File: config.mk
export PLATFORM = sky130hd
export DESIGN_NAME = fcm_top
export DESIGN_NICKNAME = d
export VERILOG_FILES = /design/src/fcm_pkg.sv /design/src/fcm_sync.sv /design/src/fcm_top.sv
export SDC_FILE = /design/constraint.sdc
export NUM_CORES = 1
export LEC_CHECK = 0
export BUFFER_PORTS_ARGS = -buffer_cell sky130_fd_sc_hd__buf_2
export CAP_MARGIN = 0
export CORE_AREA = 2 2 73 93
export DETAILED_ROUTE_END_ITERATION = 8
export DIE_AREA = 0 0 75 95
export GPL_ROUTABILITY_DRIVEN = 0
export HOLD_SLACK_MARGIN = 0.05
export PLACE_DENSITY = 0.94
export SETUP_SLACK_MARGIN = 0.4
export SLEW_MARGIN = 20
export SYNTH_ARGS = -nofsm -noshare
export SYNTH_HDL_FRONTEND = slang
export SYNTH_HIERARCHICAL = 1
export SYNTH_SLANG_ARGS = --single-unit
File: constraint.sdc
create_clock -name sys_clk -period 4.44 [get_ports sys_clk]
set_input_delay 0.222 -clock sys_clk [delete_from_list [all_inputs] [get_ports sys_clk]]
set_output_delay 0.222 -clock sys_clk [all_outputs]
set_load 0.05 [all_outputs]
File: src/fcm_pkg.sv
// Package holding the register map, field positions and constants of the clock mode block.
package fcm_pkg;
	localparam logic [7:0] ADDR_CTRL = 8'h00;
	localparam logic [7:0] ADDR_STATUS = 8'h04;
	localparam logic [7:0] ADDR_TRIM = 8'h08;
	localparam logic [7:0] ADDR_IRQCTL = 8'h0c;
	localparam int STS_LOST = 7;
	localparam int STS_LOCKED = 6;
	localparam int STS_REFST = 4;
	localparam int STS_MODE_LO = 2;
	localparam int CTL_CLKSEL_LO = 6;
	localparam int CTL_REFINT = 2;
	localparam int CTL_DIV_LO = 3;
	localparam int CTL_IROUT = 1;
	localparam int CTL_IRSTOP = 0;
	localparam int CTL_LPDIS = 8;
	localparam int IRQ_LOST_LOCK_IRQ_ENABLE = 7;
	localparam int IRQ_CME = 5;
	localparam logic [1:0] CLK_FLL = 2'h0;
	localparam logic [1:0] CLK_INT = 2'h1;
	localparam logic [1:0] CLK_EXT = 2'h2;
	localparam logic [8:0] CTRL_RESET = 9'h004;
	localparam logic [7:0] TRIM_RESET = 8'h80;
	localparam int FLL_MULT = 1280;
	localparam int LOCK_TOL_MIN_PERMILLE = 47;
	localparam int LOCK_TOL_MAX_PERMILLE = 60;
	localparam int SYNC_STAGES = 2;
	typedef struct packed {
		logic [1:0] clock_source_select;
		logic [2:0] ref_divider;
		logic ref_select_internal;
		logic internal_ref_out_enable;
		logic internal_ref_stop_enable;
	} fcm_ctrl_t;
	typedef enum logic [3:0] {
		ST_OFF = 4'h1,
		ST_ACQ = 4'h2,
		ST_LOCK = 4'h4,
		ST_LOST = 4'h8
	} fcm_lock_t;
endpackage

File: src/fcm_sync.sv
// Two-stage level synchroniser for a bus of status bits.
module fcm_sync #(
	parameter int W = 3
) (
	input wire logic sys_clk,
	input wire logic rstn,
	input wire logic [W-1:0] d,
	output logic [W-1:0] q
);
	logic [W-1:0] meta_ff;
	logic [W-1:0] q_ff;
	always_ff @(posedge sys_clk or negedge rstn)
	begin
		if (!rstn)
		begin
			meta_ff <= '0;
			q_ff <= '0;
		end
		else
		begin
			meta_ff <= d;
			q_ff <= meta_ff;
		end
	end
	assign q = q_ff;
endmodule

File: src/fcm_top.sv
// Clock mode selection, lock tracking and status register of the loop clock generator.
// How it works
// - Lost-lock flag sets when lock was held and loop leaves tolerance band.
// - Lost-lock flag clears on reset or write one; write zero ignored.
// - Interrupt request asserts while lost-lock flag set and its enable set.
// - Status bit 6 shows locked; no lock detection while loop disabled.
// - Reference select, divider, or internal-mode trim change clears locked status.
// - Stop entry clears locked status until lock reacquired after stop.
// - Status bit 5 and unused bits read zero and are read-only.
// - Status bit 4 shows reference in use after synchronisation.
// - Status bits 3-2 show active output source after synchronisation.
// - Reset selects internal-reference engaged mode.
// - Engaged and non-low-power bypass modes lock loop at 1280 times reference.
// - External engaged mode outputs loop clock; software keeps divided ref in range.
// - Internal bypass outputs internal reference while loop stays locked to it.
// - Internal bypass low power outputs internal reference, loop disabled.
// - External bypass outputs external reference while loop stays locked.
// - External bypass low power outputs external reference, loop off, ref on.
// - Stop holds all clocks static except internal ref when both enables set.
// - Stop entry returns oscillator to reset value and forces reacquisition.
// - Low-power disable powers loop down in bypass unless debug active.
// - An unavailable newly chosen clock leaves the previous clock selected.
// - Clock monitor enable requests reset on external clock loss.
//
// Implementation choice: the Wishbone register port.
module fcm_top #(
	parameter int ACQ_CYCLES = 64
) (
	input wire logic sys_clk,
	input wire logic rstn,
	input wire logic wb_cyc_i,
	input wire logic wb_stb_i,
	input wire logic wb_we_i,
	input wire logic [7:0] wb_adr_i,
	input wire logic [3:0] wb_sel_i,
	input wire logic [31:0] wb_dat_i,
	output logic [31:0] wb_dat_o,
	output logic wb_ack_o,
	output logic wb_err_o,
	input wire logic stop_req,
	input wire logic debug_active,
	input wire logic int_ref_ready,
	input wire logic ext_ref_ready,
	input wire logic ext_clock_lost,
	input wire logic fll_in_band,
	input wire logic fll_out_of_tol,
	output logic [1:0] out_clock_source,
	output logic fll_enable,
	output logic ext_ref_enable,
	output logic int_ref_enable,
	output logic int_ref_clock_gate,
	output logic out_clock_gate,
	output logic osc_reset_freq,
	output logic [15:0] fll_multiplier,
	output logic lost_lock_irq,
	output logic reset_req
);
	fcm_pkg::fcm_ctrl_t ctrl_ff;
	logic lp_dis_ff;
	logic [7:0] trim_ff;
	logic lost_lock_irq_enable_ff;
	logic cme_ff;
	logic lost_ff;
	logic [1:0] src_ff;
	logic ref_int_ff;
	logic stop_ff;
	logic ack_ff;
	logic [31:0] rdat_ff;
	fcm_pkg::fcm_lock_t lock_ff;
	fcm_pkg::fcm_lock_t nxt_lock;
	logic [15:0] acq_cnt_ff;
	logic [15:0] nxt_acq_cnt;
	logic [2:0] sync_q;
	wire req = wb_cyc_i && wb_stb_i;
	wire hit_ctrl = wb_adr_i == fcm_pkg::ADDR_CTRL;
	wire hit_sts = wb_adr_i == fcm_pkg::ADDR_STATUS;
	wire hit_trim = wb_adr_i == fcm_pkg::ADDR_TRIM;
	wire hit_irq = wb_adr_i == fcm_pkg::ADDR_IRQCTL;
	wire hit_any = hit_ctrl || hit_sts || hit_trim || hit_irq;
	// Access completes in the first cycle after request; ack drops next cycle.
	wire take = req && !ack_ff;
	wire wr_ok = take && wb_we_i && hit_any;
	wire wr_ctrl_lo = wr_ok && hit_ctrl && wb_sel_i[0];
	wire wr_ctrl_hi = wr_ok && hit_ctrl && wb_sel_i[1];
	wire wr_trim = wr_ok && hit_trim && wb_sel_i[0];
	wire wr_irq = wr_ok && hit_irq && wb_sel_i[0];
	wire wr_sts = wr_ok && hit_sts && wb_sel_i[0];
	wire [1:0] clksel = ctrl_ff.clock_source_select;
	wire bypass = clksel != fcm_pkg::CLK_FLL;
	// Low-power disable only takes the loop down in bypass, and debug vetoes it.
	wire fll_pd = bypass && lp_dis_ff && !debug_active;
	wire fll_on = !fll_pd && !stop_ff;
	// A write that changes reference, divider or, internally, trim drops lock.
	wire [8:0] ctl_new = {wb_dat_i[fcm_pkg::CTL_CLKSEL_LO +: 2],
		wb_dat_i[fcm_pkg::CTL_DIV_LO +: 3], wb_dat_i[fcm_pkg::CTL_REFINT],
		wb_dat_i[fcm_pkg::CTL_IROUT], wb_dat_i[fcm_pkg::CTL_IRSTOP],
		1'b0};
	wire ref_chg = wr_ctrl_lo && (ctl_new[6:3] !=
		{ctrl_ff.ref_divider, ctrl_ff.ref_select_internal});
	wire trim_chg = wr_trim && ctrl_ff.ref_select_internal &&
		clksel != fcm_pkg::CLK_EXT && wb_dat_i[7:0] != trim_ff;
	wire stop_entry = stop_req && !stop_ff;
	wire relock = ref_chg || trim_chg || stop_entry;
	wire lose = lock_ff == fcm_pkg::ST_LOCK && fll_out_of_tol && !relock;
	wire lost_clr = wr_sts && wb_dat_i[fcm_pkg::STS_LOST] && lost_ff;
	// Wanted source; an unavailable target keeps the old one.
	wire want_ok = (clksel == fcm_pkg::CLK_INT) ? int_ref_ready :
		(clksel == fcm_pkg::CLK_EXT) ? ext_ref_ready :
		(clksel == fcm_pkg::CLK_FLL);
	wire ref_ok = ctrl_ff.ref_select_internal ? int_ref_ready :
		ext_ref_ready;
	wire [7:0] status = {lost_ff, lock_ff == fcm_pkg::ST_LOCK, 1'b0,
		sync_q[2], sync_q[1:0], 2'h0};
	wire [31:0] rd_mux = hit_ctrl ? {23'h0, lp_dis_ff, ctrl_ff.clock_source_select,
		ctrl_ff.ref_divider, ctrl_ff.ref_select_internal,
		ctrl_ff.internal_ref_out_enable, ctrl_ff.internal_ref_stop_enable} :
		hit_sts ? {24'h0, status} :
		hit_trim ? {24'h0, trim_ff} :
		hit_irq ? {24'h0, lost_lock_irq_enable_ff, 1'b0, cme_ff, 5'h0} : 32'h0;

	always_ff @(posedge sys_clk or negedge rstn)
	begin
		if (!rstn)
		begin
			ack_ff <= 1'b0;
			rdat_ff <= 32'h0;
		end
		else
		begin
			ack_ff <= take;
			rdat_ff <= take ? rd_mux : rdat_ff;
		end
	end
	assign wb_ack_o = ack_ff && hit_any && req;
	assign wb_err_o = ack_ff && !hit_any && req;
	assign wb_dat_o = rdat_ff;

	always_ff @(posedge sys_clk or negedge rstn)
	begin
		if (!rstn)
		begin
			ctrl_ff <= fcm_pkg::fcm_ctrl_t'(fcm_pkg::CTRL_RESET[7:0]);
			lp_dis_ff <= fcm_pkg::CTRL_RESET[8];
			trim_ff <= fcm_pkg::TRIM_RESET;
			lost_lock_irq_enable_ff <= 1'b0;
			cme_ff <= 1'b0;
		end
		else
		begin
			if (wr_ctrl_lo)
				ctrl_ff <= fcm_pkg::fcm_ctrl_t'(ctl_new[8:1]);
			if (wr_ctrl_hi)
				lp_dis_ff <= wb_dat_i[fcm_pkg::CTL_LPDIS];
			if (wr_trim)
				trim_ff <= wb_dat_i[7:0];
			if (wr_irq)
			begin
				lost_lock_irq_enable_ff <= wb_dat_i[fcm_pkg::IRQ_LOST_LOCK_IRQ_ENABLE];
				cme_ff <= wb_dat_i[fcm_pkg::IRQ_CME];
			end
		end
	end

	// Set wins over a simultaneous software clear.
	always_ff @(posedge sys_clk or negedge rstn)
	begin
		if (!rstn)
			lost_ff <= 1'b0;
		else if (lose)
			lost_ff <= 1'b1;
		else if (lost_clr)
			lost_ff <= 1'b0;
	end
	assign lost_lock_irq = lost_ff && lost_lock_irq_enable_ff;

	always_ff @(posedge sys_clk or negedge rstn)
	begin
		if (!rstn)
		begin
			stop_ff <= 1'b0;
			src_ff <= fcm_pkg::CLK_FLL;
			ref_int_ff <= 1'b1;
		end
		else
		begin
			stop_ff <= stop_req;
			if (want_ok)
				src_ff <= clksel;
			if (ref_ok)
				ref_int_ff <= ctrl_ff.ref_select_internal;
		end
	end

	// Acquisition counter stands in for the loop settling after any restart.
	always_comb
	begin
		nxt_lock = lock_ff;
		nxt_acq_cnt = acq_cnt_ff;
		case (lock_ff)
			fcm_pkg::ST_OFF:
			begin
				nxt_acq_cnt = 16'h0;
				if (fll_on)
					nxt_lock = fcm_pkg::ST_ACQ;
			end
			fcm_pkg::ST_ACQ:
			begin
				nxt_acq_cnt = fll_in_band ? acq_cnt_ff + 16'h1 : 16'h0;
				if (acq_cnt_ff >= 16'(ACQ_CYCLES - 1) && fll_in_band)
					nxt_lock = fcm_pkg::ST_LOCK;
			end
			fcm_pkg::ST_LOCK:
			begin
				if (fll_out_of_tol)
					nxt_lock = fcm_pkg::ST_LOST;
			end
			fcm_pkg::ST_LOST:
			begin
				nxt_acq_cnt = 16'h0;
				nxt_lock = fcm_pkg::ST_ACQ;
			end
			default:
				nxt_lock = fcm_pkg::ST_OFF;
		endcase
		if (!fll_on)
			nxt_lock = fcm_pkg::ST_OFF;
		else if (relock)
		begin
			nxt_lock = fcm_pkg::ST_ACQ;
			nxt_acq_cnt = 16'h0;
		end
	end
	always_ff @(posedge sys_clk or negedge rstn)
	begin
		if (!rstn)
		begin
			lock_ff <= fcm_pkg::ST_OFF;
			acq_cnt_ff <= 16'h0;
		end
		else
		begin
			lock_ff <= nxt_lock;
			acq_cnt_ff <= nxt_acq_cnt;
		end
	end

	fcm_sync #(
		.W(3)
	) u_sync (
		.sys_clk(sys_clk),
		.rstn(rstn),
		.d({ref_int_ff, src_ff}),
		.q(sync_q)
	);

	assign out_clock_source = src_ff;
	assign fll_enable = fll_on;
	assign fll_multiplier = 16'(fcm_pkg::FLL_MULT);
	assign ext_ref_enable = !ctrl_ff.ref_select_internal ||
		clksel == fcm_pkg::CLK_EXT;
	assign int_ref_enable = ctrl_ff.ref_select_internal ||
		ctrl_ff.internal_ref_out_enable;
	assign out_clock_gate = !stop_ff;
	assign int_ref_clock_gate = ctrl_ff.internal_ref_out_enable &&
		(!stop_ff || ctrl_ff.internal_ref_stop_enable);
	assign osc_reset_freq = stop_entry;
	assign reset_req = cme_ff && ext_clock_lost;

	a_lost_irq: assert property (@(posedge sys_clk) disable iff (!rstn)
		lost_lock_irq == (lost_ff && lost_lock_irq_enable_ff)) else $error("irq mismatch");
	a_lost_set: assert property (@(posedge sys_clk) disable iff (!rstn)
		lose |=> lost_ff) else $error("lost flag not set");
	a_lost_zero: assert property (@(posedge sys_clk) disable iff (!rstn)
		wr_sts && !wb_dat_i[7] && !lose |=> $stable(lost_ff))
		else $error("zero write changed flag");
	a_relock_clr: assert property (@(posedge sys_clk) disable iff (!rstn)
		relock |=> status[6] == 1'b0) else $error("lock kept");
	a_stop_clr: assert property (@(posedge sys_clk) disable iff (!rstn)
		stop_ff |-> status[6] == 1'b0) else $error("lock in stop");
	a_status_zero: assert property (@(posedge sys_clk) disable iff (!rstn)
		status[5] == 1'b0 && status[1:0] == 2'h0)
		else $error("reserved bit set");
	a_mode_lag: assert property (@(posedge sys_clk) disable iff (!rstn)
		$changed(src_ff) |-> ##2 sync_q[1:0] == $past(src_ff, 2))
		else $error("mode status lag");
	a_pd_unlock: assert property (@(posedge sys_clk) disable iff (!rstn)
		fll_pd |=> lock_ff == fcm_pkg::ST_OFF) else $error("lock while off");
endmodule

==> out/qor.csv <==
stage;metric;value;unit
clock_network;cts.path.max_buffers;2;
layout;fin_cells;475;
grt;grt.overflow.total;0;
synth;synth-simple-area-share;16.6;%
setup_path;r2r-end;acq_cnt_ff[7]$_DFF_PN0_;
synth;syn_inst;330;
clock_network;cts_setup_buffers;0;
layout;final_cell_mix;dfrtp_1 (56), buf_2 (51), conb_1 (39);
place;place_inst;457;
grt;top_usage_layer;met2;
floorplan;core;6320;um^2
grt;use_met2;37.3;%
drt;drt_pass1_iterations;5;
place;place_ws;1.93;ns
setup_path;endpoint_kind;flip-flop;
synth;synth_edf_count;0;
hold_path;min_from;ext_ref_ready;
hold_path;holdPathEnd;ref_int_ff$_DFFE_PN1P_;
place;io_buffers;51;
clock_network;tritoncts;done;
layout;drive_above_1_share;26.0;%
pwr;pwr_density_cell;333;nW/um^2
floorplan;die-area;7130;um^2
setup_path;ff2ff_path_depth;5;
grt;grtUsageMet1;25.4;%
sta;fin_hold_ws;0.0654;ns
floorplan;initial_core_util;52.3;%
sta;setup_viol;0;
synth;synthFlopType;dfrtp_1;
grt;grt_pass1_wl;11.9;mm
pwr;internal_power;0.000877;W
floorplan;io-pin-count;116;
synth;yosysWarnings;6;
setup_path;reg2reg_setup_slack;1.88;ns
sta;final_hold_viol_count;0;
synth;synth_compound_area_share;13.5;%
sta;tns;0;ns
synth;syn_area_per_cell;10.0;um^2
drt;drc;0;
clock_network;htreeDepth;3;
drt;drt_wl_total;7.22;mm
clock_network;clock-sinks;60;
grt;antenna_found_initial;0;
grt;grt_pass1_vias;2574;
drt;drt_iter0_drc;234;
layout;nets;440;
layout;final_area;3700;um^2
clock_network;cts_buffers;9;
grt;grt_max_degree;61;
flow_run;max-cap-violations;0;
setup_path;cp.required;4.63;ns
synth;synth-seq-area-share;45.6;%
drt;vias_per_cell;5.47;
layout;multi_input_area;1560;um^2
synth;synthXorXnorAreaFrac;3.45;%
pwr;ir_drop;0.237;mV
setup_path;reg2reg_from;ack_ff$_DFF_PN0_;
drt;dr_total_vias;2599;
layout;nFillCells;487;
synth;async_flop_share;100;%
layout;diodes;0;
synth;netlist_area;3300;um^2
outcome;outcome;complete, no violations;
hold_path;hold_path.class;in2reg;
grt;grt_usage;22.5;%
floorplan;die_w;75;um
layout;syn2layout_area_growth;12.1;%
clock_network;cts_resized;0;
sta;max_freq;391;MHz
layout;regArea;1510;um^2
clock_network;clk_pin_slew;0.07;ns
pwr;leakage;1.74;nW
pwr;switching_power;0.000354;W
floorplan;row_count;33;
floorplan;die_y;95;um
drt;ant_nets;0;
place;dp_hpwl;5.22;mm
setup_path;start_kind;flip-flop;
sta;fin_crit_sh;57.6;%
pwr;power_frac_clock;40.4;%
sta;rsz0062_at_grt;no;
hold_path;hold-path-cell-count;2;
sta;skew;0.00935;ns
pwr;p_seq_share;45.6;%
sta;relSlewSlack;50.7;%
pwr;combPwrFrac;14.1;%
sta;post-route-min-period;2.56;ns
setup_path;cp_max_fo;17;
layout;layout.cells.most_common;dfrtp_1;
pwr;switching_share;28.8;%
setup_path;critPathKind;reg2reg;
sta;worstMarginPinSlew;0.729;ns
setup_path;arrival;2.74;ns
synth;muxShareOfSynthArea;9.02;%
drt;wl_per_cell;15.2;um
grt;met3_usage;6.62;%
synth;synthAdderAreaFrac;0.379;%
clock_network;insertion_delay;0.34;ns
synth;synth.distinct_cells;49;
sta;maxSlewViolCount;0;
clock_network;clockRootBuffer;clkbuf_8;
place;placed_area;3480;um^2
synth;synth_top_family_by_area;simple AND/OR/NAND/NOR gates;
synth;synth-seq-cells;60;
sta;fin_ws;1.88;ns
-- cells in the mapped netlist, types with 2 or more instances --
cell	n	area [um^2]
a211oi_1	5	37.5
a21boi_0	2	15.0
a21oi_1	19	95.1
a22o_1	3	26.3
a311oi_1	6	52.6
a31oi_1	3	18.8
and2_1	4	25.0
and3_1	4	25.0
and4_1	2	17.5
buf_1	2	7.51
buf_4	40	300
clkbuf_1	7	26.3
conb_1	2	7.51
dfrtp_1	56	1400
dfstp_2	4	105
inv_1	10	37.5
mux2_2	20	225
mux2i_1	5	50.1
nand2_1	15	56.3
nand2b_1	5	31.3
nand3_1	7	35.0
nand3b_1	5	37.5
nand4_1	9	56.3
nor2_1	26	97.6
nor2b_1	3	18.8
nor3_1	6	30.0
nor4_1	2	12.5
nor4b_1	2	17.5
o21ai_0	21	105
or2_2	4	25.0
xnor2_1	13	114
-- cell families after synthesis --
kind of cell	count (synthesis)
other	2
AO/OA/AOI/OAI	69
multiplexers	26
flip-flops	60
adder cells (fa/ha/maj)	1
XOR/XNOR	13
buffers and inverters	59
AND/OR/NAND/NOR	100
-- metrics by stage --
stage	utilization, %	power (W)
detailed placement	55.1	0.000741
finish	58.6	0.00123
global route	58.6	0.00127
floorplan	-	0.000726
CTS	58.6	0.00124
global placement	55.1	0.000736
-- registers in the layout, summed over array words and instances, names as in the netlist, 2 cells and up --
signal	count
acq_cnt_ff	16
u_sync/q	3
trim_ff	8
ctrl_ff	6
wb_dat_o	9
u_sync/meta_ff	3
clksel	2
out_clock_source	2
lock_ff	4
-- power by group through the flow --
stage / sequential (W) / clock (W) / combinational, W
final: 0.000561 / 0.000497 / 0.000173
after global routing: 0.000562 / 0.000525 / 0.000187
after CTS: 0.000560 / 0.000503 / 0.000173
after detailed placement: 0.000570 / 0 / 0.000171
after global placement: 0.000570 / 0 / 0.000166
after floorplan: 0.000569 / 0 / 0.000157
-- layout make-up --
type	count	area share, %
Tap cell	87	2.94
Clock inverter	4	1.28
Timing Repair Buffer	54	7.64
Multi-Input combinational cell	248	42.2
Clock buffer	12	4.19
Sequential cell	60	40.7
Inverter	10	1.01
-- layer usage --
metal / vias to the layer above / part of all wire [%]
met1: 1226 / 38
met3: 23 / 7.1
met5: - / 0
met2: 147 / 52
li1: 1203 / -
met4: 0 / 3.0
-- worst max path at each step --
stage,start,end,slack (ns),cells past startpoint
finish,ack_ff$_DFF_PN0_,acq_cnt_ff[7]$_DFF_PN0_,1.88,5
global route,ack_ff$_DFF_PN0_,acq_cnt_ff[15]$_DFF_PN0_,1.76,5
CTS,ack_ff$_DFF_PN0_,acq_cnt_ff[7]$_DFF_PN0_,1.91,5
detailed placement,ack_ff$_DFF_PN0_,acq_cnt_ff[7]$_DFF_PN0_,1.93,5
global placement,ack_ff$_DFF_PN0_,acq_cnt_ff[15]$_DFF_PN0_,1.99,5
floorplan,wb_adr_i[5],acq_cnt_ff[8]$_DFF_PN0_,2.47,6
-- worst max-delay path: stages, from the launching register on --
cell       delay, ns
dfrtp_1         0.37
nand3b_1        0.51
nor4_4          0.62
o2111ai_2       0.28
a21oi_4         0.51
a311oi_1        0.11
-- repair_timing --
item / 4_1_cts / 5_1_grt
hold endpoints to repair: 26 / 0
endpoints found under the setup margin: 0 / 0
hold buffers: 2 / 0
No activity file was read; power rests on OpenSTA's default activity.
